<file path="src/core/ctl_lit_pkg.sv">
// Constants, types and encodings shared by the control and literal decoder
package ctl_lit_pkg;
   // ==========================================================
   // Register map (byte addresses)
   localparam logic [7:0] ADR_CTRL    = 8'h00;
   localparam logic [7:0] ADR_STATUS  = 8'h04;
   localparam logic [7:0] ADR_ACC     = 8'h08;
   localparam logic [7:0] ADR_BANK    = 8'h0c;
   localparam logic [7:0] ADR_PC      = 8'h10;
   localparam logic [7:0] ADR_TBLPTR  = 8'h14;
   localparam logic [7:0] ADR_TBLLAT  = 8'h18;
   localparam logic [7:0] ADR_PROD    = 8'h1c;
   localparam logic [7:0] ADR_PTR0    = 8'h20;
   localparam logic [7:0] ADR_PTR1    = 8'h24;
   localparam logic [7:0] ADR_PTR2    = 8'h28;
   // Control bits
   localparam int CTRL_RUN_BIT   = 0;
   localparam int CTRL_LWEN_BIT  = 1;
   localparam logic [1:0] CTRL_RESET = 2'h0;
   // Timing and stack depth
   localparam int TWR_LONG_CYCLES   = 5;
   localparam int STACK_DEPTH       = 31;
   // ==========================================================
   // Types
   typedef struct packed {
      logic n;
      logic ov;
      logic z;
      logic dc;
      logic c;
   } flags_t;
   typedef enum logic [1:0] {
      ST_EXEC  = 2'b00,
      ST_WORD2 = 2'b01,
      ST_FLUSH = 2'b11,
      ST_TWAIT = 2'b10
   } dec_state_t;
   typedef enum logic [1:0] {
      PEND_CALL = 2'h0,
      PEND_JUMP = 2'h1,
      PEND_PTR  = 2'h2
   } pend_op_t;
endpackage

</file>
<file path="src/core/control_literal_table_decoder.sv">
// Control-flow, literal and table instruction decoder with executor
`timescale 1ns/1ps
module control_literal_table_decoder
   import ctl_lit_pkg::*;
#(
   parameter int PC_W = 21
) (
   input  wire logic            clk_i,
   input  wire logic            rst_i,
   input  wire logic            wb_cyc_i,
   input  wire logic            wb_stb_i,
   input  wire logic            wb_we_i,
   input  wire logic [7:0]      wb_adr_i,
   input  wire logic [3:0]      wb_sel_i,
   input  wire logic [31:0]     wb_dat_i,
   output logic      [31:0]     wb_dat_o,
   output logic                 wb_ack_o,
   input  wire logic [15:0]     instr_i,
   input  wire logic            instr_valid_i,
   output logic                 instr_ready_o,
   output logic      [PC_W-1:0] pc_o,
   output logic      [PC_W-1:0] tbl_addr_o,
   output logic                 tbl_rd_o,
   output logic                 tbl_wr_o,
   output logic      [7:0]      tbl_wdata_o,
   input  wire logic [7:0]      tbl_rdata_i,
   input  wire logic            mem_write_done_i,
   output logic                 mem_write_busy_o,
   output logic                 sleep_o,
   output logic                 wdt_clear_o,
   output logic                 soft_reset_o,
   input  wire logic [7:0]      port_pins_i,
   input  wire logic            port_rmw_i,
   output logic      [7:0]      port_rmw_data_o,
   input  wire logic            timer_write_i,
   input  wire logic            prescaler_assigned_i,
   output logic                 prescaler_clear_o
);
   // ==========================================================
   // Functions
   // Eight-bit add giving {ov, dc, c, sum}
   function automatic logic [10:0] add8(input logic [7:0] a, input logic [7:0] b,
                                        input logic cin);
      logic [8:0] s;
      logic [4:0] h;
      s = {1'b0, a} + {1'b0, b} + {8'h00, cin};
      h = {1'b0, a[3:0]} + {1'b0, b[3:0]} + {4'h0, cin};
      return {(a[7] == b[7]) && (s[7] != a[7]), h[4], s[8], s[7:0]};
   endfunction
   // Branch condition from ccc field
   function automatic logic cond_true(input logic [2:0] ccc, input flags_t f);
      logic v;
      case (ccc[2:1])
         2'b00:   v = f.z;
         2'b01:   v = f.c;
         2'b10:   v = f.ov;
         default: v = f.n;
      endcase
      return v ^ ccc[0];
   endfunction
   // Decimal adjust giving {carry, result}
   function automatic logic [8:0] dec_adj(input logic [7:0] w, input flags_t f);
      logic [8:0] t;
      t = {1'b0, w};
      if (w[3:0] > 4'h9 || f.dc) begin
         t = t + 9'h006;
      end
      if (t[7:4] > 4'h9 || f.c || t[8]) begin
         t = t + 9'h060;
      end
      return t;
   endfunction

   // ==========================================================
   // State
   dec_state_t          state;
   flags_t              flags;
   flags_t              sh_flags;
   logic [7:0]          acc;
   logic [7:0]          sh_acc;
   logic [7:0]          bank;
   logic [7:0]          sh_bank;
   logic [PC_W-1:0]     pc;
   logic [PC_W-1:0]     tblptr;
   logic [7:0]          tbllat;
   logic [15:0]         prod;
   logic [11:0]         ptr [3];
   logic [PC_W-1:0]     stack [STACK_DEPTH];
   logic [4:0]          sp;
   logic [1:0]          ctrl;
   logic                timeout_flag;
   logic                power_down_flag;
   logic                global_ie;
   logic                periph_ie;
   logic                soft_rst;
   logic                tbl_rd_pend;
   logic [2:0]          twait_cnt;
   pend_op_t            pend_op;
   logic [7:0]          pend_low;
   logic                pend_s;

   // ==========================================================
   // Decode
   wire logic [15:0] w        = instr_i;
   wire logic        fire     = (state == ST_EXEC) && instr_valid_i && ctrl[CTRL_RUN_BIT];
   wire logic        fire2    = (state == ST_WORD2) && instr_valid_i && ctrl[CTRL_RUN_BIT];
   wire logic        is_bcond = w[15:11] == 5'b11100;
   wire logic        is_rjmp  = w[15:11] == 5'b11010;
   wire logic        is_rcl   = w[15:11] == 5'b11011;
   wire logic        is_call  = w[15:9] == 7'b1110110;
   wire logic        is_ajmp  = w[15:8] == 8'hef;
   wire logic        is_pload = w[15:6] == 10'b1110111000;
   wire logic        is_lit   = w[15:11] == 5'b00001;
   wire logic        is_bload = w[15:4] == 12'h010;
   wire logic        is_misc  = w[15:8] == 8'h00;
   wire logic        is_ret   = w[15:1] == 15'h0009;
   wire logic        is_iret  = w[15:1] == 15'h0008;
   wire logic        is_trd   = w[15:2] == 14'h0002;
   wire logic        is_twr   = w[15:2] == 14'h0003;
   wire logic        cond_take = is_bcond && cond_true(w[10:8], flags);
   wire logic [PC_W-1:0] pc_p2 = pc + 21'd2;
   wire logic [PC_W-1:0] off8  = {{12{w[7]}}, w[7:0], 1'b0};
   wire logic [PC_W-1:0] off11 = {{9{w[10]}}, w[10:0], 1'b0};
   wire logic [PC_W-1:0] far   = {w[11:0], pend_low, 1'b0};
   wire logic [4:0]      sp_m1 = sp - 5'd1;
   wire logic [10:0]     add_r = add8(acc, w[7:0], 1'b0);
   wire logic [10:0]     sub_r = add8(w[7:0], ~acc, 1'b1);
   wire logic [8:0]      dadj_r = dec_adj(acc, flags);
   wire logic [PC_W-1:0] tbl_a = (w[1:0] == 2'b11) ? tblptr + 21'd1 : tblptr;
   wire logic            long_wr = fire && is_twr && ctrl[CTRL_LWEN_BIT];
   wire logic            rst_all = rst_i || soft_rst;

   // Handshake outputs
   assign instr_ready_o = ctrl[CTRL_RUN_BIT] && (state == ST_EXEC || state == ST_WORD2);
   assign pc_o          = pc;
   assign soft_reset_o  = soft_rst;

   // ==========================================================
   // Instruction execution
   always_ff @(posedge clk_i) begin
      tbl_rd_o    <= 1'b0;
      tbl_wr_o    <= 1'b0;
      wdt_clear_o <= 1'b0;
      soft_rst    <= 1'b0;
      if (rst_all) begin
         state <= ST_EXEC;
         flags <= '0;
         sh_flags <= '0;
         acc <= 8'h00;
         sh_acc <= 8'h00;
         bank <= 8'h00;
         sh_bank <= 8'h00;
         pc <= '0;
         tblptr <= '0;
         tbllat <= 8'h00;
         prod <= 16'h0000;
         ptr <= '{default: 12'h000};
         sp <= 5'd0;
         timeout_flag <= 1'b1;
         power_down_flag <= 1'b1;
         global_ie <= 1'b0;
         periph_ie <= 1'b0;
         sleep_o <= 1'b0;
         tbl_rd_pend <= 1'b0;
         twait_cnt <= 3'd0;
         pend_op <= PEND_CALL;
         pend_low <= 8'h00;
         pend_s <= 1'b0;
         tbl_addr_o <= '0;
         tbl_wdata_o <= 8'h00;
      end else if (fire) begin
         pc <= pc_p2;
         if (is_bcond) begin
            if (cond_take) begin
               pc <= pc_p2 + off8;
               state <= ST_FLUSH;
            end
         end else if (is_rjmp || is_rcl) begin
            pc <= pc_p2 + off11;
            state <= ST_FLUSH;
            if (is_rcl) begin
               stack[sp] <= pc_p2;
               sp <= sp + 5'd1;
            end
         end else if (is_call || is_ajmp || is_pload) begin
            pend_op <= is_pload ? PEND_PTR : (is_ajmp ? PEND_JUMP : PEND_CALL);
            pend_low <= w[7:0];
            pend_s <= w[8];
            state <= ST_WORD2;
         end else if (is_ret || is_iret) begin
            pc <= stack[sp_m1];
            sp <= sp_m1;
            state <= ST_FLUSH;
            if (w[0]) begin
               flags <= sh_flags;
               acc <= sh_acc;
               bank <= sh_bank;
            end
            if (is_iret) begin
               global_ie <= 1'b1;
            end
         end else if (is_trd) begin
            tbl_addr_o <= tbl_a;
            tbl_rd_o <= 1'b1;
            tbl_rd_pend <= 1'b1;
            state <= ST_FLUSH;
            case (w[1:0])
               2'b01:   tblptr <= tblptr + 21'd1;
               2'b10:   tblptr <= tblptr - 21'd1;
               2'b11:   tblptr <= tbl_a;
               default: tblptr <= tblptr;
            endcase
         end else if (is_twr) begin
            tbl_addr_o <= tbl_a;
            tbl_wdata_o <= tbllat;
            tbl_wr_o <= 1'b1;
            state <= long_wr ? ST_TWAIT : ST_FLUSH;
            twait_cnt <= 3'(TWR_LONG_CYCLES - 2);
            case (w[1:0])
               2'b01:   tblptr <= tblptr + 21'd1;
               2'b10:   tblptr <= tblptr - 21'd1;
               2'b11:   tblptr <= tbl_a;
               default: tblptr <= tblptr;
            endcase
         end else if (is_lit) begin
            case (w[11:8])
               4'hf: begin
                  acc <= add_r[7:0];
                  flags <= '{n: add_r[7], ov: add_r[10], z: add_r[7:0] == 8'h00,
                             dc: add_r[9], c: add_r[8]};
               end
               4'h8: begin
                  acc <= sub_r[7:0];
                  flags <= '{n: sub_r[7], ov: sub_r[10], z: sub_r[7:0] == 8'h00,
                             dc: sub_r[9], c: sub_r[8]};
               end
               4'hb, 4'h9, 4'ha: begin
                  acc <= (w[11:8] == 4'hb) ? (acc & w[7:0]) :
                         (w[11:8] == 4'h9) ? (acc | w[7:0]) : (acc ^ w[7:0]);
                  flags.z <= ((w[11:8] == 4'hb) ? (acc & w[7:0]) :
                             (w[11:8] == 4'h9) ? (acc | w[7:0]) :
                             (acc ^ w[7:0])) == 8'h00;
                  flags.n <= (w[11:8] == 4'hb) ? (acc[7] & w[7]) :
                             (w[11:8] == 4'h9) ? (acc[7] | w[7]) : (acc[7] ^ w[7]);
               end
               4'he: acc <= w[7:0];
               4'hd: prod <= acc * w[7:0];
               4'hc: begin
                  acc <= w[7:0];
                  pc <= stack[sp_m1];
                  sp <= sp_m1;
                  state <= ST_FLUSH;
               end
               default: acc <= acc;
            endcase
         end else if (is_bload) begin
            bank[3:0] <= w[3:0];
         end else if (is_misc) begin
            case (w[7:0])
               8'h03: begin
                  sleep_o <= 1'b1;
                  timeout_flag <= 1'b1;
                  power_down_flag <= 1'b0;
               end
               8'h04: begin
                  wdt_clear_o <= 1'b1;
                  timeout_flag <= 1'b1;
                  power_down_flag <= 1'b1;
               end
               8'h05: begin
                  stack[sp] <= pc_p2;
                  sp <= sp + 5'd1;
               end
               8'h06: sp <= sp_m1;
               8'h07: begin
                  acc <= dadj_r[7:0];
                  flags.c <= dadj_r[8];
               end
               8'hff: soft_rst <= 1'b1;
               default: acc <= acc;
            endcase
         end
         // Words starting 1111 and unlisted words fall through as no-ops
      end else if (fire2) begin
         state <= ST_FLUSH;
         pc <= pc_p2;
         case (pend_op)
            PEND_PTR: begin
               ptr[pend_low[5:4]] <= {pend_low[3:0], w[7:0]};
               state <= ST_EXEC;
            end
            PEND_JUMP: pc <= far;
            default: begin
               pc <= far;
               stack[sp] <= pc_p2;
               sp <= sp + 5'd1;
               if (pend_s) begin
                  sh_flags <= flags;
                  sh_acc <= acc;
                  sh_bank <= bank;
               end
            end
         endcase
      end else if (state == ST_FLUSH) begin
         state <= ST_EXEC;
         if (tbl_rd_pend) begin
            tbllat <= tbl_rdata_i;
            tbl_rd_pend <= 1'b0;
         end
      end else if (state == ST_TWAIT) begin
         twait_cnt <= twait_cnt - 3'd1;
         if (twait_cnt == 3'd0) begin
            state <= ST_EXEC;
         end
      end
   end

   // ==========================================================
   // Launched memory write stays busy until terminated
   always_ff @(posedge clk_i) begin
      if (rst_i) begin
         mem_write_busy_o <= 1'b0;
      end else if (long_wr) begin
         mem_write_busy_o <= 1'b1;
      end else if (mem_write_done_i) begin
         mem_write_busy_o <= 1'b0;
      end
   end

   // Port and timer side effects of file writes
   always_ff @(posedge clk_i) begin
      if (rst_i) begin
         port_rmw_data_o <= 8'h00;
         prescaler_clear_o <= 1'b0;
      end else begin
         if (port_rmw_i) begin
            port_rmw_data_o <= port_pins_i;
         end
         prescaler_clear_o <= timer_write_i && prescaler_assigned_i;
      end
   end

   // ==========================================================
   // Wishbone slave: single-cycle ack, unmapped reads zero
   wire logic        wb_req = wb_cyc_i && wb_stb_i && !wb_ack_o;
   wire logic [31:0] rd_mux =
      (wb_adr_i == ADR_CTRL)   ? {30'h0, ctrl} :
      (wb_adr_i == ADR_STATUS) ? {20'h0, mem_write_busy_o, sleep_o, global_ie, periph_ie,
                                  timeout_flag, power_down_flag, 1'b0, flags} :
      (wb_adr_i == ADR_ACC)    ? {24'h0, acc} :
      (wb_adr_i == ADR_BANK)   ? {24'h0, bank} :
      (wb_adr_i == ADR_PC)     ? {11'h0, pc} :
      (wb_adr_i == ADR_TBLPTR) ? {11'h0, tblptr} :
      (wb_adr_i == ADR_TBLLAT) ? {24'h0, tbllat} :
      (wb_adr_i == ADR_PROD)   ? {16'h0, prod} :
      (wb_adr_i == ADR_PTR0)   ? {20'h0, ptr[0]} :
      (wb_adr_i == ADR_PTR1)   ? {20'h0, ptr[1]} :
      (wb_adr_i == ADR_PTR2)   ? {20'h0, ptr[2]} : 32'h0;

   always_ff @(posedge clk_i) begin
      if (rst_i) begin
         wb_ack_o <= 1'b0;
         wb_dat_o <= 32'h0;
         ctrl <= CTRL_RESET;
      end else begin
         wb_ack_o <= wb_req;
         wb_dat_o <= wb_req ? rd_mux : 32'h0;
         if (wb_req && wb_we_i && wb_sel_i[0] && wb_adr_i == ADR_CTRL) begin
            ctrl <= wb_dat_i[1:0];
         end
      end
   end
endmodule

</file>
<file path="config.mk">
export PLATFORM = sky130hd
export DESIGN_NAME = control_literal_table_decoder
export DESIGN_NICKNAME = d
export VERILOG_FILES = /design/src/core/ctl_lit_pkg.sv /design/src/core/control_literal_table_decoder.sv
export SDC_FILE = /design/constraint.sdc
export NUM_CORES = 2
export LEC_CHECK = 0
export ABC_CLOCK_PERIOD_IN_PS = 4200
export BUFFER_PORTS_ARGS = -buffer_cell sky130_fd_sc_hd__buf_2
export CAP_MARGIN = 40
export CORE_ASPECT_RATIO = 0.7
export CORE_MARGIN = 1
export CORE_UTILIZATION = 50
export CTS_CLUSTER_DIAMETER = 30
export CTS_CLUSTER_SIZE = 25
export DETAILED_ROUTE_END_ITERATION = 10
export HOLD_SLACK_MARGIN = 0.05
export PLACE_DENSITY = 0.77
export SYNTH_ARGS = -nofsm -noshare
export SYNTH_HDL_FRONTEND = slang
export SYNTH_SLANG_ARGS = --single-unit
export TNS_END_PERCENT = 50
</file>
<file path="constraint.sdc">
create_clock -name clk_i -period 4.2 [get_ports clk_i]
set_clock_uncertainty 0.1 [all_clocks]
set_input_delay 0.21 -clock clk_i [delete_from_list [all_inputs] [get_ports clk_i]]
set_output_delay 0.21 -clock clk_i [all_outputs]
set_load 0.02 [all_outputs]
</file>
Word level (Yosys, flattened, before mapping):

Memory sizes are Yosys's and may differ from the RTL's.
Cells that the tools add are included.

* register bits after elaboration: 247
* bits in latches: 0
* memory bits (writable): 651
* ROM bits: 0
* bits of input ports: 86
* output and inout bits: 99
* word-level logic and storage cells: 403
* memories: 1

* $add $sub $neg: 16
* multiply operators: 1
* divide/modulo/power cells: 0
* magnitude comparators: 4
* equality and inequality tests: 78
* shift operators: 0
* multiplexer cells: 151
* bitwise logic cells: 24
* reductions and logical operators: 80

Memories
* stack: words 31, width 21, read ports 1, clocked after memory_dff 0, write ports 1, RTL line control_literal_table_decoder.sv:88 `logic [PC_W-1:0] stack [STACK_DEPTH];`

Operators with widths (number)
* $mux 21: 21
* $mux 5: 18
* $mux 12: 7
* $mux 8: 10
* $pmux 21 s3: 1
* $reduce_and 11->1: 5
* $mux 1: 46
* $reduce_and 9->1: 5
* $add 21x21->21: 2
* $eq 8x3->1 const B: 5
* $logic_not 8->1: 5
* $bwmux 36: 1
* $mux 2: 17
* $eq 4x4->1 const B: 8
* $eq 8x5->1 const B: 4
* $mux 16: 2
* $pmux 8 s4: 1
* $eq 15x4->1 const B: 2
* $mux 3: 10
* $eq 14x2->1 const B: 2
* $mux 4: 7
* $demux 12 s2: 1
* $eq 8x6->1 const B: 3
* $add 21x1->21 const B: 1
* 72 further kinds: 170

Longest topological paths before layout:

* depth after elaboration: 16
* mapped depth: 21
* depth with buffers taken out: 19

Worst setup path after synthesis:

Ideal clock, no wire load.

* path type: reg2reg
* from: reg pc[5], in the netlist pc_o[5]
* to: reg pc[18], in the netlist pc_o[18]
* setup time: 123 ps
* arrival: 4447 ps
* required time: 3977 ps
* setup slack: -470 ps
* cell stages (with the launch flop): 14
* buffers on the path: 0
* period minus slack after synthesis: 4670 ps
* cells stage by stage: dfxtp_1 > nand3_1 > or3_1 > nor2_1 > xor2_1 > ha_1 > and2_1 > a311o_1 > or4_1 > a31oi_1 > o21ai_1 > xor2_1 > a221oi_1 > nor2_1

* elaborated cells on any way between the ends: 15
* those cells by class: 3 x add/sub; 12 x mux

RTL lines
* from (decl): RTL line control_literal_table_decoder.sv:83 `logic [PC_W-1:0] pc;`
* from (signal assigned): RTL line control_literal_table_decoder.sv:172 `pc <= pc_p2;`
* from (signal assigned): RTL line control_literal_table_decoder.sv:175 `pc <= pc_p2 + off8;`
* from (signal assigned): RTL line control_literal_table_decoder.sv:179 `pc <= pc_p2 + off11;`
* $add 21x2->21 (*): RTL line control_literal_table_decoder.sv:121 `wire logic [PC_W-1:0] pc_p2 = pc + 21'd2;`
* named net pc_p2[10]: RTL line control_literal_table_decoder.sv:121
* $add 21x21->21 (on tied branches): RTL line control_literal_table_decoder.sv:179, control_literal_table_decoder.sv:175
* $mux 21 (on tied branches): RTL line control_literal_table_decoder.sv:178, control_literal_table_decoder.sv:174
* $mux 21 (*): RTL line control_literal_table_decoder.sv:173 `if (is_bcond) begin`
* $mux 21 (*): RTL line control_literal_table_decoder.sv:171 `end else if (fire) begin`

Mark *: on every way through the listed nets, which the timed path passes. The rest lies on a longest branch. The select of a mux whose other input is x is not followed.
A chain may end at the register's enable or synchronous reset.

Final worst setup path:

* from: reg acc[5]
* to: reg prod[14]

* cells in the longest elaborated chain, start to end: 1

Ends and longest elaborated chain
* from (decl): RTL line control_literal_table_decoder.sv:79 `logic [7:0] acc;`
* from (signal assigned): RTL line control_literal_table_decoder.sv:228 `acc <= add_r[7:0];`
* from (signal assigned): RTL line control_literal_table_decoder.sv:233 `acc <= sub_r[7:0];`
* from (signal assigned): RTL line control_literal_table_decoder.sv:238 `acc <= (w[11:8] == 4'hb) ? (acc & w[7:0]) :`
* $mul 8x8->16: RTL line control_literal_table_decoder.sv:247 `4'hd: prod <= acc * w[7:0];`
* to (signal assigned): RTL line control_literal_table_decoder.sv:247
* to (decl): RTL line control_literal_table_decoder.sv:86 `logic [15:0] prod;`

No other way between the ends.

==> results.py <==
metrics = {
    "placed_design": {
        "gp_routability_congestion": 1.013,
        "post-place-cells": 4469,
        "postPlaceCellArea_mm2": 0.04490,
        "dp_hpwl_mm": 81.13,
        "port_buffers": 140,
    },
    "timing": {
        "worst_slack_ns": -0.007152,
        "min_period_ns": 4.207,
        "grt_setup_unrepaired": "yes",
        "maxSlewHeadroom_pct": 36.37,
        "drv_slew": 0,
        "final_hold_viol_count": 0,
        "max_freq_ghz": 0.2377,
        "tightest_slew_ns": 0.9545,
        "finalSetupViolCount": 1,
        "period_share_pct": 100.2,
    },
    "critical_path": {
        "cp_max_fo": 2,
        "cpPeakStageDelay_ns": 0.55,
        "crit_type": "flip-flop to flip-flop",
        "worstPathRequired_ns": 4.72,
        "path_common_cell": "fa_1",
        "arrival_ns": 4.73,
        "r2r_end": "prod[14]",
        "ff2ff_setup_slack_ns": -0.007,
        "worst_path_max_delay_cell": "fa_1",
        "crit_chain": "nand2_4 -> fa_1 -> fa_1 -> inv_1 -> fa_1 -> inv_1 -> fa_1 -> inv_2 -> ha_4 -> buf_4 -> a21oi_2 -> o21bai_1 -> a41o_1 -> o41ai_2 -> or4_1 -> nand3_1",
        "r2r_start": "acc[5]",
        "end_kind": "flip-flop",
        "critPathLaunchType": "flip-flop",
        "reg2reg_depth": 16,
    },
    "routing": {
        "drt-vias-per-instance": 6.260,
        "num_vias": 29850,
        "wire_per_inst_um": 25.82,
        "routed_wl_mm": 123.1,
        "drt_drc_violations_left": 0,
        "ant_nets": 0,
        "drt_iter0_markers": 3821,
        "drt_first_pass_iters": 6,
    },
    "pwr": {
        "leakage_nw": 18.29,
        "powerDensity_mw_per_mm2": 408.0,
        "vdd_drop_max_v": 0.0006290,
    },
    "clock_network": {
        "htree_levels": 3,
        "clkTransAtPathRegs_ns": 0.05,
        "cts_root_buf": "clkbuf_16",
        "clk-insertion-delay-late_ns": 0.72,
        "cts_tree": "done",
        "cts.sinks": 887,
        "clk_path_buf_depth": 3,
        "numCtsBuffers": 120,
    },
    "floorplanning": {
        "num_io_pins": 185,
        "rows": 87,
        "placeableCoreArea_mm2": 0.08131,
        "die_h_um": 243.0,
        "dieArea_mm2": 0.08417,
        "die_w_um": 346.3,
        "start_util_pct": 51.03,
    },
    "global_routing": {
        "grt_pass1_wl_mm": 184.4,
        "antenna_found_initial": 1,
        "grt-ovfl-total": 0,
        "grt_max_degree": 173,
        "grt_pass1_vias": 29180,
        "track_usage_pct": 29.18,
    },
    "finish": {
        "final_cells": 4769,
        "drive_above_1_share_pct": 23.74,
        "final_nets": 3820,
        "final_area_mm2": 0.05006,
        "nFillCells": 6028,
        "final_cell_mix": "edfxtp_1 (651), nor2_1 (330), nand2_1 (290), dfxtp_1 (230), a21oi_1 (217)",
        "postLayoutCoreUtil_pct": 61.57,
        "final_common_cell": "edfxtp_1",
        "area_delta_synth_final_pct": 20.64,
    },
    "synth": {
        "synth_enable_flop_cells": 651,
        "avgSynthCellArea_um2": 12.82,
        "synthArstFlopShare_pct": 0,
        "yosysSeqAreaShare_pct": 58.49,
        "yosys_most_used_dff": "edfxtp_1",
        "ys_ff_latch": 887,
        "ys_types": 91,
        "synth_area_mm2": 0.04150,
        "yosysWarnings": 0,
        "synthCells": 3237,
    },
    "flow_run": {
        "drv_cap": 0,
    },
    "worst_hold_path": {
        "whs_endpoint": "wb_dat_o[1]",
        "min_path_cells": 6,
        "hold_path.class": "input port to flip-flop",
        "hold_start": "wb_adr_i[1]",
    },
    "run_status": {
        "status": "finished, violations left",
        "violations": "negative setup slack",
    },
}
worst max-delay path by stage:
stage                          start        to  slack, ns
final                         acc[5]  prod[14]     -0.007
after global routing          acc[5]  prod[14]      -0.14
after CTS                     acc[5]  prod[14]      -0.01
after detailed placement  instr_i[2]  prod[15]      -0.22
after global placement    instr_i[2]  prod[15]      -0.22
after floorplan              pc_o[1]  pc_o[18]      0.002
metrics by stage:
step / setup slack, ns / total power (W) / setup TNS (ns) / hold slack, ns
after floorplan: 0.002389 / 0.009723 / 0 / 0.2238
after global placement: -0.2167 / 0.009878 / -0.5031 / 0.3290
after detailed placement: -0.2179 / 0.009877 / -0.5763 / 0.3411
after CTS: -0.01106 / 0.02048 / -0.01106 / 0.05025
after global routing: -0.1424 / 0.02090 / -0.3314 / 0.08227
final: -0.007152 / 0.02043 / -0.007152 / 0.08104
cells by family (layout without fill, tap and decap cells):
family	after synthesis	count (layout)	share of synthesized area (%)
multiplexers	275	275	12.23
XOR/XNOR	121	121	2.554
other	1	13	0.009036
adder cells (fa/ha/maj)	141	141	4.957
AND/OR/NAND/NOR	905	905	9.546
flip-flops	887	887	58.49
AO/OA/AOI/OAI	603	603	9.271
buffers and inverters	304	756	2.940
repair_timing:
action                                 4_1_cts  5_1_grt
endpoints found under the hold margin       52        0
setup buffers                                1        1
setup endpoints to repair                    4        7
hold buffers                                68        0
gates cloned                                 0        0
resized for setup                           22       28
pin swaps                                    5        9
state kept, by name (all words and copies together), names as in the netlist, 16 cells and up:
signal and flops:
tbl_addr_o 21, stack 651, tblptr 21, ptr 36, prod 16, wb_dat_o 21, pc_o 21
cells in the mapped netlist (20+ instances only):
library cell  count  area share, %
xor2_1           38           0.80
mux2i_1          83            2.0
a22oi_1          30           0.54
o211ai_1         22           0.40
a211oi_1         56            1.0
o21ai_0          95            1.1
nor2_1          371            3.4
inv_1           102           0.92
fa_1             39            1.9
a31oi_1          24           0.36
xnor2_1          83            1.8
buf_1            20           0.18
nor3_1           41           0.49
a221oi_1         30           0.63
nand4_1          20           0.30
ha_1            102            3.1
buf_2            21           0.25
nand3_1          67           0.81
a21oi_1         223            2.7
edfxtp_1        651             47
nand2_1         292            2.6
dfxtp_1         236             11
clkbuf_1        139            1.3
mux4_2          185             10
power by group:
group	total, W	switching [W]	internal, W	leakage (nW)
Clock	0.0107	0.00422	0.00644	2.08
Combinational	0.000483	0.000315	0.000168	7.73
Sequential	0.00928	0.00000317	0.00928	8.48
Total	0.0204	0.00454	0.0159	18.3
per-layer routing:
layer,vias up,GRT usage (%),routed length [µm]
met5,-,0,0
met4,0,7.242,2814
met3,249,8.552,15310
met2,1771,42.16,53490
met1,14920,43.13,51520
li1,12920,-,-
worst max-delay path: cells and delay by family (launching register included):
family                     cells  cell delay, ns
AOI/OAI and AO/OA              4            0.59
buffers and inverters          4            0.25
and+or+nand+nor                3            0.55
DFF                            1            0.37
adders and majority gates      5            2.28
layout make-up:
type                       instances  area, µm²  area share [%]
timing repair buffer             417       3276           6.543
antenna                            2      5.005        0.009997
clock buffer                     134       3132           6.256
tap                             1068       1336           2.669
multi-input combinational       2056      16450           32.86
inverter                         111      421.7          0.8422
clock inverter                    94       1156           2.309
sequential                       887      24290           48.51
(Power assumes the default switching activity.)
